==> src/design/mamd_pkg.sv <==
/*
  Shared constants for the memory address map decoder: program space
  layout, data space layout, widths and the program port source type.
  Assumes nothing of its surroundings.
*/
package mamd_pkg;
  // widths
  localparam int PROG_AW = 24;
  localparam int IP_W    = 23;
  localparam int DATA_AW = 16;
  localparam int WORD_W  = 16;
  localparam int BYTE_W  = 8;
  localparam int RAM_AW  = 14;
  localparam int PAGE_W  = 8;

  // program space map
  localparam logic [23:0] RESET_ADDR   = 24'h000000;
  localparam logic [23:0] RESET_TARGET = 24'h000002;
  localparam logic [23:0] IVT_LO       = 24'h000004;
  localparam logic [23:0] IVT_HI       = 24'h0000FF;
  localparam logic [23:0] AIVT_LO      = 24'h000100;
  localparam logic [23:0] AIVT_HI      = 24'h0001FF;
  localparam logic [23:0] VEC_END      = 24'h000200;
  localparam logic [23:0] USER_TOP     = 24'h7FFFFF;
  localparam int          CFG_PAGE_BIT = 7;

  // instruction pointer
  localparam logic [22:0] IP_RESET = 23'h000000;
  localparam logic [22:0] IP_STEP  = 23'h000002;

  // data space map
  localparam int          PSV_EA_BIT = 15;
  localparam logic [15:0] IMPL_LIMIT = 16'h7800;

  // who owns the program port in a cycle
  typedef enum logic [2:0] {
    SRC_FETCH = 3'b001,
    SRC_TABLE = 3'b010,
    SRC_PSV   = 3'b100
  } mamd_src_e;
endpackage

==> src/design/mamd_prog_decode.sv <==
/*
  Combinational region decode of a 24-bit program address.
  Assumes the caller registers the flags before they leave the block.
*/
`timescale 1ns/1ps
module mamd_prog_decode (
  // address
  input  logic [mamd_pkg::PROG_AW-1:0] addr_in,
  // region flags
  output logic                         reset_slot_out,
  output logic                         primary_ivt_out,
  output logic                         alt_ivt_out,
  output logic                         vector_area_out,
  output logic                         upper_half_out
);
  import mamd_pkg::*;

  assign reset_slot_out  = addr_in < IVT_LO;
  assign primary_ivt_out = (addr_in >= IVT_LO)
                        && (addr_in <= IVT_HI);
  assign alt_ivt_out     = (addr_in >= AIVT_LO)
                        && (addr_in <= AIVT_HI);
  assign vector_area_out = addr_in < VEC_END;
  assign upper_half_out  = addr_in > USER_TOP;
endmodule

==> src/design/mamd_byte_lane.sv <==
/*
  Byte lane steering for one data-space access: read byte select onto
  the low lane, write lane enables and write data replication.
  Assumes a 16-bit word with the low byte at the even address.
*/
`timescale 1ns/1ps
module mamd_byte_lane (
  // access
  input  logic                        byte_in,
  input  logic                        lsb_in,
  // read path
  input  logic [mamd_pkg::WORD_W-1:0] word_in,
  output logic [mamd_pkg::WORD_W-1:0] rdata_out,
  // write path
  input  logic [mamd_pkg::WORD_W-1:0] wdata_in,
  output logic [mamd_pkg::WORD_W-1:0] wdata_out,
  output logic [1:0]                  lane_out
);
  import mamd_pkg::*;

  logic [BYTE_W-1:0] sel_byte;

  // odd address holds the high byte
  assign sel_byte  = lsb_in ? word_in[15:8] : word_in[7:0];
  assign rdata_out = byte_in ? {8'h00, sel_byte} : word_in;

  genvar i;
  generate
    for (i = 0; i < 2; i++) begin : g_lane
      assign lane_out[i] = ~byte_in | (lsb_in == 1'(i));
      assign wdata_out[BYTE_W*i +: BYTE_W] =
        byte_in ? wdata_in[7:0] : wdata_in[BYTE_W*i +: BYTE_W];
    end
  endgenerate
endmodule

==> src/design/mamd_top.sv <==
/*
  Memory address map decoder: pointer, program port arbitration, vector
  flags, data-space read and write decode, byte lanes, misalignment.
  Assumes memories answer combinationally to the registered addresses
  and no table operation meets a windowed data read in one cycle.
*/
`timescale 1ns/1ps
module mamd_top (
  // clock and reset
  input  logic                         clock_in,
  input  logic                         rst_in,
  // instruction pointer control
  input  logic                         ip_load_in,
  input  logic [mamd_pkg::IP_W-1:0]    ip_target_in,
  input  logic                         ip_step_in,
  input  logic                         ip_back_in,
  output logic [mamd_pkg::IP_W-1:0]    ip_out,
  // table operations
  input  logic                         table_read_op_in,
  input  logic                         table_write_op_in,
  input  logic [mamd_pkg::PAGE_W-1:0]  table_page_register_in,
  input  logic [mamd_pkg::WORD_W-1:0]  table_offset_in,
  input  logic [mamd_pkg::WORD_W-1:0]  table_wdata_in,
  output logic [mamd_pkg::WORD_W-1:0]  table_rdata_out,
  output logic                         table_rvalid_out,
  // data window page
  input  logic [mamd_pkg::PAGE_W-1:0]  psv_page_in,
  // program memory port
  output logic [mamd_pkg::PROG_AW-1:0] prog_addr_out,
  output logic                         prog_rd_en_out,
  output logic                         prog_wr_low_out,
  output logic                         prog_wr_high_out,
  output logic [mamd_pkg::PROG_AW-1:0] prog_wdata_out,
  input  logic [mamd_pkg::PROG_AW-1:0] prog_rdata_in,
  output mamd_pkg::mamd_src_e          prog_src_out,
  output logic                         prog_cfg_sel_out,
  // vector region flags
  output logic                         reset_slot_out,
  output logic                         primary_ivt_out,
  output logic                         alt_ivt_out,
  output logic                         vector_area_out,
  // read address generator
  input  logic                         rd_req_in,
  input  logic [mamd_pkg::DATA_AW-1:0] rd_ea_in,
  input  logic                         rd_byte_in,
  output logic [mamd_pkg::WORD_W-1:0]  rd_data_out,
  output logic                         rd_valid_out,
  // write address generator
  input  logic                         wr_req_in,
  input  logic [mamd_pkg::DATA_AW-1:0] wr_ea_in,
  input  logic                         wr_byte_in,
  input  logic [mamd_pkg::WORD_W-1:0]  wr_data_in,
  // data ram port
  output logic                         ram_rd_en_out,
  output logic [mamd_pkg::RAM_AW-1:0]  ram_rd_addr_out,
  input  logic [mamd_pkg::WORD_W-1:0]  ram_rdata_in,
  output logic                         ram_wr_en_out,
  output logic [mamd_pkg::RAM_AW-1:0]  ram_wr_addr_out,
  output logic [1:0]                   ram_wr_lane_out,
  output logic [mamd_pkg::WORD_W-1:0]  ram_wdata_out,
  // fault
  output logic                         addr_err_out
);
  import mamd_pkg::*;
  logic [IP_W-1:0]    ip_ff;
  logic [PROG_AW-1:0] prog_addr_ff;
  logic               prog_rd_en_ff;
  logic               prog_wr_low_ff;
  logic               prog_wr_high_ff;
  logic [PROG_AW-1:0] prog_wdata_ff;
  mamd_src_e          src_ff;
  logic               cfg_sel_ff;
  logic               reset_slot_ff;
  logic               primary_ivt_ff;
  logic               alt_ivt_ff;
  logic               vector_area_ff;
  logic               tbl_pend_ff;
  logic               tbl_upper_ff;
  logic [WORD_W-1:0]  tbl_rdata_ff;
  logic               tbl_rvalid_ff;
  logic               rd_pend_ff;
  logic               rd_psv_ff;
  logic               rd_unimpl_ff;
  logic               rd_lsb_ff;
  logic               rd_byte_ff;
  logic [WORD_W-1:0]  rd_data_ff;
  logic               rd_valid_ff;
  logic               ram_rd_en_ff;
  logic [RAM_AW-1:0]  ram_rd_addr_ff;
  logic               ram_wr_en_ff;
  logic [RAM_AW-1:0]  ram_wr_addr_ff;
  logic [1:0]         ram_wr_lane_ff;
  logic [WORD_W-1:0]  ram_wdata_ff;
  logic               addr_err_ff;
  // instruction pointer, always even
  wire [IP_W-1:0] nxt_ip =
    ip_load_in ? {ip_target_in[IP_W-1:1], 1'b0} :
    ip_step_in ? ip_ff + IP_STEP :
    ip_back_in ? ip_ff - IP_STEP : ip_ff;
  // program port arbitration
  wire tbl_op = table_read_op_in | table_write_op_in;
  wire psv_rd = rd_req_in & rd_ea_in[PSV_EA_BIT];
  wire [PROG_AW-1:0] tbl_addr =
    {table_page_register_in, table_offset_in[15:1], 1'b0};
  wire [PROG_AW-1:0] psv_addr =
    {1'b0, psv_page_in, rd_ea_in[14:1], 1'b0};
  wire [PROG_AW-1:0] fetch_addr = {1'b0, nxt_ip};
  wire [PROG_AW-1:0] nxt_prog_addr =
    tbl_op ? tbl_addr : psv_rd ? psv_addr : fetch_addr;
  mamd_src_e nxt_src;
  assign nxt_src = tbl_op ? SRC_TABLE : psv_rd ? SRC_PSV : SRC_FETCH;
  wire nxt_cfg_sel = tbl_op & table_page_register_in[CFG_PAGE_BIT];
  wire tbl_upper   = table_offset_in[0];
  // data space decode
  wire rd_misalign = rd_req_in & ~rd_byte_in & rd_ea_in[0];
  wire wr_misalign = wr_req_in & ~wr_byte_in & wr_ea_in[0];
  wire rd_impl = rd_ea_in < IMPL_LIMIT;
  wire wr_impl = wr_ea_in < IMPL_LIMIT;
  wire rd_ram  = rd_req_in & rd_impl;
  wire wr_ok   = wr_req_in & wr_impl & ~wr_misalign;
  wire rd_unimpl = ~rd_ea_in[PSV_EA_BIT] & ~rd_impl;
  wire rflag_slot;
  wire rflag_ivt;
  wire rflag_aivt;
  wire rflag_vec;
  mamd_prog_decode u_decode (
    .addr_in         (nxt_prog_addr),
    .reset_slot_out  (rflag_slot),
    .primary_ivt_out (rflag_ivt),
    .alt_ivt_out     (rflag_aivt),
    .vector_area_out (rflag_vec),
    .upper_half_out  ()
  );
  // read answer: window, ram or zero
  wire [WORD_W-1:0] rd_word =
    rd_psv_ff ? prog_rdata_in[WORD_W-1:0] :
    rd_unimpl_ff ? 16'h0000 : ram_rdata_in;
  wire [WORD_W-1:0] nxt_rd_data;
  mamd_byte_lane u_rd_lane (
    .byte_in   (rd_byte_ff),
    .lsb_in    (rd_lsb_ff),
    .word_in   (rd_word),
    .rdata_out (nxt_rd_data),
    .wdata_in  (16'h0000),
    .wdata_out (),
    .lane_out  ()
  );
  wire [WORD_W-1:0] nxt_wdata;
  wire [1:0]        nxt_lane;
  mamd_byte_lane u_wr_lane (
    .byte_in   (wr_byte_in),
    .lsb_in    (wr_ea_in[0]),
    .word_in   (16'h0000),
    .rdata_out (),
    .wdata_in  (wr_data_in),
    .wdata_out (nxt_wdata),
    .lane_out  (nxt_lane)
  );
  // upper word carries only the top 8 bits (23:16) of the location
  wire [WORD_W-1:0] nxt_tbl_rdata = tbl_upper_ff ?
    {8'h00, prog_rdata_in[23:16]} : prog_rdata_in[WORD_W-1:0];
  wire [PROG_AW-1:0] nxt_prog_wdata =
    {table_wdata_in[7:0], table_wdata_in};
  always_ff @(posedge clock_in) begin
    if (rst_in) begin
      ip_ff          <= IP_RESET;
      prog_addr_ff   <= RESET_ADDR;
      src_ff         <= SRC_FETCH;
      prog_rd_en_ff  <= 1'b0;
      cfg_sel_ff     <= 1'b0;
      reset_slot_ff  <= 1'b0;
      primary_ivt_ff <= 1'b0;
      alt_ivt_ff     <= 1'b0;
      vector_area_ff <= 1'b0;
    end else begin
      ip_ff          <= nxt_ip;
      prog_addr_ff   <= nxt_prog_addr;
      src_ff         <= nxt_src;
      prog_rd_en_ff  <= ~table_write_op_in;
      cfg_sel_ff     <= nxt_cfg_sel;
      reset_slot_ff  <= rflag_slot;
      primary_ivt_ff <= rflag_ivt;
      alt_ivt_ff     <= rflag_aivt;
      vector_area_ff <= rflag_vec;
    end
  end

  always_ff @(posedge clock_in) begin
    if (rst_in) begin
      prog_wr_low_ff  <= 1'b0;
      prog_wr_high_ff <= 1'b0;
      prog_wdata_ff   <= 24'h000000;
      tbl_pend_ff     <= 1'b0;
      tbl_upper_ff    <= 1'b0;
      tbl_rdata_ff    <= 16'h0000;
      tbl_rvalid_ff   <= 1'b0;
    end else begin
      prog_wr_low_ff  <= table_write_op_in & ~tbl_upper;
      prog_wr_high_ff <= table_write_op_in & tbl_upper;
      prog_wdata_ff   <= nxt_prog_wdata;
      tbl_pend_ff     <= table_read_op_in;
      tbl_upper_ff    <= tbl_upper;
      tbl_rvalid_ff   <= tbl_pend_ff;
      if (tbl_pend_ff) begin
        tbl_rdata_ff <= nxt_tbl_rdata;
      end
    end
  end

  always_ff @(posedge clock_in) begin
    if (rst_in) begin
      rd_pend_ff     <= 1'b0;
      rd_psv_ff      <= 1'b0;
      rd_unimpl_ff   <= 1'b0;
      rd_lsb_ff      <= 1'b0;
      rd_byte_ff     <= 1'b0;
      rd_data_ff     <= 16'h0000;
      rd_valid_ff    <= 1'b0;
      ram_rd_en_ff   <= 1'b0;
      ram_rd_addr_ff <= '0;
    end else begin
      rd_pend_ff     <= rd_req_in;
      rd_psv_ff      <= psv_rd;
      rd_unimpl_ff   <= rd_unimpl;
      rd_lsb_ff      <= rd_ea_in[0];
      rd_byte_ff     <= rd_byte_in;
      rd_valid_ff    <= rd_pend_ff;
      ram_rd_en_ff   <= rd_ram;
      ram_rd_addr_ff <= rd_ea_in[14:1];
      if (rd_pend_ff) begin
        rd_data_ff <= nxt_rd_data;
      end
    end
  end

  always_ff @(posedge clock_in) begin
    if (rst_in) begin
      ram_wr_en_ff   <= 1'b0;
      ram_wr_addr_ff <= '0;
      ram_wr_lane_ff <= 2'h0;
      ram_wdata_ff   <= 16'h0000;
      addr_err_ff    <= 1'b0;
    end else begin
      ram_wr_en_ff   <= wr_ok;
      ram_wr_addr_ff <= wr_ea_in[14:1];
      ram_wr_lane_ff <= nxt_lane;
      ram_wdata_ff   <= nxt_wdata;
      addr_err_ff    <= rd_misalign | wr_misalign;
    end
  end

  assign ip_out           = ip_ff;
  assign prog_addr_out    = prog_addr_ff;
  assign prog_rd_en_out   = prog_rd_en_ff;
  assign prog_wr_low_out  = prog_wr_low_ff;
  assign prog_wr_high_out = prog_wr_high_ff;
  assign prog_wdata_out   = prog_wdata_ff;
  assign prog_src_out     = src_ff;
  assign prog_cfg_sel_out = cfg_sel_ff;
  assign reset_slot_out   = reset_slot_ff;
  assign primary_ivt_out  = primary_ivt_ff;
  assign alt_ivt_out      = alt_ivt_ff;
  assign vector_area_out  = vector_area_ff;
  assign table_rdata_out  = tbl_rdata_ff;
  assign table_rvalid_out = tbl_rvalid_ff;
  assign rd_data_out      = rd_data_ff;
  assign rd_valid_out     = rd_valid_ff;
  assign ram_rd_en_out    = ram_rd_en_ff;
  assign ram_rd_addr_out  = ram_rd_addr_ff;
  assign ram_wr_en_out    = ram_wr_en_ff;
  assign ram_wr_addr_out  = ram_wr_addr_ff;
  assign ram_wr_lane_out  = ram_wr_lane_ff;
  assign ram_wdata_out    = ram_wdata_ff;
  assign addr_err_out     = addr_err_ff;
endmodule

==> config.mk <==
export PLATFORM = sky130hd
export DESIGN_NAME = mamd_top
export DESIGN_NICKNAME = d
export VERILOG_FILES = /design/src/design/mamd_pkg.sv /design/src/design/mamd_prog_decode.sv /design/src/design/mamd_byte_lane.sv /design/src/design/mamd_top.sv
export SDC_FILE = /design/constraint.sdc
export NUM_CORES = 1
export LEC_CHECK = 0
export ABC_AREA = 0
export ABC_CLOCK_PERIOD_IN_PS = 2700
export BUFFER_PORTS_ARGS = -buffer_cell sky130_fd_sc_hd__buf_2
export CAP_MARGIN = 20
export CORE_UTILIZATION = 44
export CTS_BUF_LIST = sky130_fd_sc_hd__clkbuf_8
export DETAILED_ROUTE_END_ITERATION = 16
export PLACE_DENSITY = 0.79
export RECOVER_POWER = 25
export SLEW_MARGIN = 20
export SYNTH_ARGS = -nofsm -noshare
export SYNTH_HDL_FRONTEND = slang
export SYNTH_HIERARCHICAL = 1
export SYNTH_SLANG_ARGS = --single-unit
==> constraint.sdc <==
create_clock -name clock_in -period 2.7 [get_ports clock_in]
set_input_delay 0.405 -clock clock_in [delete_from_list [all_inputs] [get_ports clock_in]]
set_output_delay 0.405 -clock clock_in [all_outputs]
set_load 0.1 [all_outputs]
After elaboration in Yosys (flattened, before gate mapping)
Cells that the tools add are included.
{"block": "classes", "n_addsub": 2, "n_lt_le_gt_ge": 8, "n_mux": 13, "bitwise": 24, "reduce_logical": 3}
{"operator": "$mux W23", "count": 4}
{"operator": "$mux W16", "count": 4}
{"operator": "$lt A16 B15 Y1 const B", "count": 2}
{"operator": "$ge A24 B3 Y1 const B", "count": 1}
{"operator": "$ge A24 B9 Y1 const B", "count": 1}
{"operator": "$le A24 B8 Y1 const B", "count": 1}
{"operator": "$le A24 B9 Y1 const B", "count": 1}
{"operator": "$lt A24 B10 Y1 const B", "count": 1}
{"operator": "$lt A24 B3 Y1 const B", "count": 1}
{"operator": "$mux W24", "count": 1}
{"operator": "$add A23 B2 Y23 const B", "count": 1}
{"operator": "$sub A23 B2 Y23 const B", "count": 1}
{"operator": "$mux W8", "count": 2}
{"operator": "$and A1 B1 Y1", "count": 12}
{"operator": "$not A1 Y1", "count": 8}
{"operator": "$or A1 B1 Y1", "count": 4}
{"operator": "$mux W3", "count": 1}
{"operator": "$logic_and A1 B1 Y1", "count": 2}
{"operator": "$mux W2", "count": 1}
{"operator": "$reduce_or A2 Y1", "count": 1}
{"block": "totals", "register_bits": 172, "inputBits": 170, "output_inout_bits": 165, "elab_cells": 81}

Depth between registers and ports, before layout
{"block": "logic_depth", "depth_word": 8, "ltp_mapped": 13, "ltp_nobuf": 13}

Hierarchy
Netlist, hierarchy kept.
{"module": "mamd_top", "n_inst": 1, "cells_each": 700, "area_each_um2": 6588.8, "seq_area_each_um2": 3263.1}
{"module": "mamd_byte_lane", "n_inst": 2, "cells_each": 36, "area_each_um2": 372.9, "seq_area_each_um2": 0.0}
{"module": "mamd_prog_decode", "n_inst": 1, "cells_each": 13, "area_each_um2": 82.6, "seq_area_each_um2": 0.0}

Least setup slack after synthesis
No wires, ideal clock.
{"block": "synth_path", "path_kind": "flip-flop to flip-flop", "start": "register ip_ff[2] (netlist: ip_out[2])", "end": "register alt_ivt_ff (netlist: alt_ivt_out)", "setup_time_ns": 0.128, "arrival_ns": 3.195, "t_required_ns": 2.572, "slack_ns": -0.623, "path_stages_with_launch": 12, "path_buffers": 0, "synth_period_minus_slack_ns": 3.323, "cell_sequence": "dfxtp_1 > ha_1 > nand4_1 > nor4_1 > nor4_1 > or4_4 > o21ai_2 > nor4_1 > nand4_1 > inv_1 > and2_1 > nor2b_1"}
{"block": "synth_between", "elab_chain_cells": 8, "word_cells_on_any_way": 10, "cone_classes": "add/sub (2); order compare (2); mux (5); reduce/logical (1)"}
{"item": "start: declaration", "line_no": "mamd_top.sv:65", "source": "logic [IP_W-1:0] ip_ff;"}
{"item": "start signal: assignment", "line_no": "mamd_top.sv:176", "source": "ip_ff <= nxt_ip;"}
{"item": "$sub A23 B2 Y23", "line_no": "mamd_top.sv:99", "source": "ip_back_in ? ip_ff - IP_STEP : ip_ff;"}
{"item": "$mux W23", "line_no": "mamd_top.sv:99"}
{"item": "$mux W23 (*)", "line_no": "mamd_top.sv:98", "source": "ip_step_in ? ip_ff + IP_STEP :"}
{"item": "$mux W23 (*)", "line_no": "mamd_top.sv:97", "source": "ip_load_in ? {ip_target_in[IP_W-1:1], 1'b0} :"}
{"item": "$mux W23 (*)", "line_no": "mamd_top.sv:109", "source": "tbl_op ? tbl_addr : psv_rd ? psv_addr : fetch_addr;"}
{"item": "$mux W24 (*)", "line_no": "mamd_top.sv:109"}
{"item": "net nxt_prog_addr[21]", "line_no": "mamd_top.sv:108", "source": "wire [PROG_AW-1:0] nxt_prog_addr ="}
{"item": "$ge A24 B9 Y1 or $le A24 B9 Y1 (tied branches)", "line_no": "mamd_prog_decode.sv:21, mamd_prog_decode.sv:22"}
{"item": "$logic_and A1 B1 Y1 (*)", "line_no": "mamd_prog_decode.sv:22", "source": "&& (addr_in <= AIVT_HI);"}
{"item": "net rflag_aivt", "line_no": "mamd_top.sv:124", "source": "wire rflag_aivt;"}
{"item": "end signal: assignment", "line_no": "mamd_top.sv:183", "source": "alt_ivt_ff <= rflag_aivt;"}
{"item": "end: declaration", "line_no": "mamd_top.sv:75", "source": "logic alt_ivt_ff;"}
Mark *: on every way through the listed nets, which the timed path passes. The rest lies on a longest branch.
A chain may end at the register's enable or synchronous reset.

Worst setup path in the final report
Same ends and word-level chain as after synthesis.

==> results.md <==
* Status: complete, but fails checks
* Violated checks: negative setup slack
* Leak at just under 5 nW
* Syn_nets at 921
* Clock power share at 0.275
* Worst-margin pin slew at about 0.95 ns
* Vias per cell at 5.223
* Slew HR at 0.3647
* Final WL at 23680 um
* Max Cap Viol at 0
* Sequential power share at 0.411
* Slowest cell on crit path: or4_4
* Placed insts at 1302
* Startpoint Class: flip-flop
* Final core utilization at 0.6508
* Antenna-violating nets left at 0
* Share of layout cells above drive strength 1 at 0.4687
* Final Cycle Share at 1.090
* Placer Congestion at 0.9133
* DRC viols at 0
* Die width at 128.8 um
* Comb pwr share at 0.314
* Area Overhead vs Synth at 42.02%
* Die Height at 128.8 um
* GRT Residual Overflow at 0
* CTS clk-pin slew, worst paths at approximately 0.10 ns
* F_max at 0.3397 GHz
* PD cells at 637.2 nW/um2
* Critical path arrival at approximately 3.3 ns
* Gr usage total at 0.2747
* Antenna violations before repair at 6
* Pins over their slew limit at 0
* First-pass GRT wire length at 34200 um
* Int Power at 0.003755 W
* Crit path max-delay family: simple AND/OR/NAND/NOR gates
* Routed WL per cell at around 18 um
* Most used cell along the critical path: nor4_4
* Die area at between 15000 and 20000 um2
* Number of global-route vias before repair at 6485
* RSZ-0062 raised after global routing: yes
* Synth Cell Area at 7069 um2
* # port buffers at 333
* Final #Nets at 1292
* TritonCTS clock tree: done
* TNS Setup at -0.7552 ns
* Post-DP HPWL at between 15000 and 20000 um
* Initial Utilization at 0.4582
* Crit path time final at 2.943 ns
* Final hold vios at 0
* Initial DRC count at 521
* Required time of the critical path at 3.03 ns
* Num CTS Buffers at 17
* Syn avg cell area at 9.438 um2
* Sw frac at 0.4131
* WS Path Type: flip-flop to flip-flop
* Core area at 15430 um2
* Top Ports at ~340
* CTS root buffer: clkbuf_8
* Maximum fanout along the worst path at 3
* Nature of the critical path endpoint: flip-flop
* Fin cells at 1349
* Final setup viols at 4
* Drt first pass iters at 5
* Worst-path cell chain: inv_4 > ha_4 > or4b_4 > nor4_4 > nor4_1 > or4_4 > o21ai_4 > nor4_4 > nand4_1 > buf_6 > inv_1 > and2_1 > nor2b_1
* Sink Count at approximately 160
* Deepest clock path buffer count at 2
* Vias post-DR at 7046
* Setup Skew at 0.01530 ns
* Ys Warns at 6
* Site Rows at 45
* WP buf/inv at 3
* Worst Hold Class: input port to flip-flop
* CP max stage delay at 0.55 ns
* R2R Setup Slk at -0.24 ns
* Final worst slack at -0.2434 ns
* Largest net degree at the start of global routing at 138
* VDD IR max at 363.1 uV
* Worst-Skew Late Latency at 0.46 ns
* H-tree depth at 4
* Psw at 0.002643 W
* Cells after Synth at 749
[sequential cells by signal, summed over array words and instances (netlist names), 2 cells and up]
signal,flops
prog_src_out,3
ram_wdata_out,16
ram_rd_addr_out,14
ip_out,23
ram_wr_addr_out,14
prog_addr_out,24
rd_data_out,16
prog_wdata_out,16
ram_wr_lane_out,2
table_rdata_out,16
[what timing repair did]
action | CTS | global route
pin swaps | 16 | 17
setup buffers | 6 | 5
resized for setup | 22 | 20
setup endpoints to repair | 4 | 5
hold buffers | 0 | 0
[stage by stage]
stage	total power [W]	hold slack, ns	setup slack [ns]	cell area [um2]
2_1_floorplan	0.004142	0.4774	-0.07128	7161
3_3_place_gp	0.004604	0.4509	-0.3618	9321
3_5_place_dp	0.004621	0.4557	-0.4030	9321
4_1_cts	0.006399	0.07977	-0.1636	9878
5_1_grt	0.006640	0.07872	-0.3526	10030
6_report	0.006398	0.1082	-0.2434	10040
[layout by cell type (no fill, tap or decap), types with 7 or more instances in the layout]
cell / n
nor3_1: 12
mux2i_1: 31
a22oi_1: 9
nand2b_1: 13
buf_2: 331
a21oi_1: 29
nand3_1: 8
clkbuf_8: 17
mux2_2: 9
a211oi_1: 14
nand3b_1: 8
a31oi_1: 7
and2_1: 21
nor2_1: 59
a22o_1: 14
o21ai_0: 14
dfxtp_2: 9
nor2b_1: 88
xor2_1: 7
mux2_4: 9
buf_4: 83
nand2_1: 37
dfxtp_4: 11
dfxtp_1: 143
nand4_1: 11
[area by class of cell]
class,instances,area (um2)
Antenna cell,5,12.51
Timing Repair Buffer,421,2360
Fill cell,1330,5388
Sequential cell,163,3316
Clock buffer,17,234.0
Inverter,8,35.03
Multi-Input combinational cell,509,3654
Tap cell,211,264.0
Clock inverter,15,165.2
[metal layers]
layer  GRT usage  part of all wire  up-vias
met5           0            0.0011        -
met4      0.1446             0.036        4
met3     0.06902             0.071       63
met2      0.4499              0.48      314
met1      0.3331              0.41     3308
li1            -                 -     3357
[final timing paths]
kind	startpoint	to	depth (start not counted)
worst max-delay path	ip_out[2]	alt_ivt_out	13
worst max register to register	ip_out[2]	alt_ivt_out	13
worst min register to register	ip_out[0]	ip_out[0]	2
worst min-delay path	wr_ea_in[15]	ram_wr_en_out	2
[power by group through the flow]
stage	sequential [W]	clock (W)	combinational (W)
after floorplan	0.00361	0	0.000530
after global placement	0.00268	0	0.00193
after detailed placement	0.00268	0	0.00194
after CTS	0.00263	0.00179	0.00198
after global routing	0.00265	0.00191	0.00209
final	0.00263	0.00176	0.00201
No activity file was read; power rests on OpenSTA's default activity.
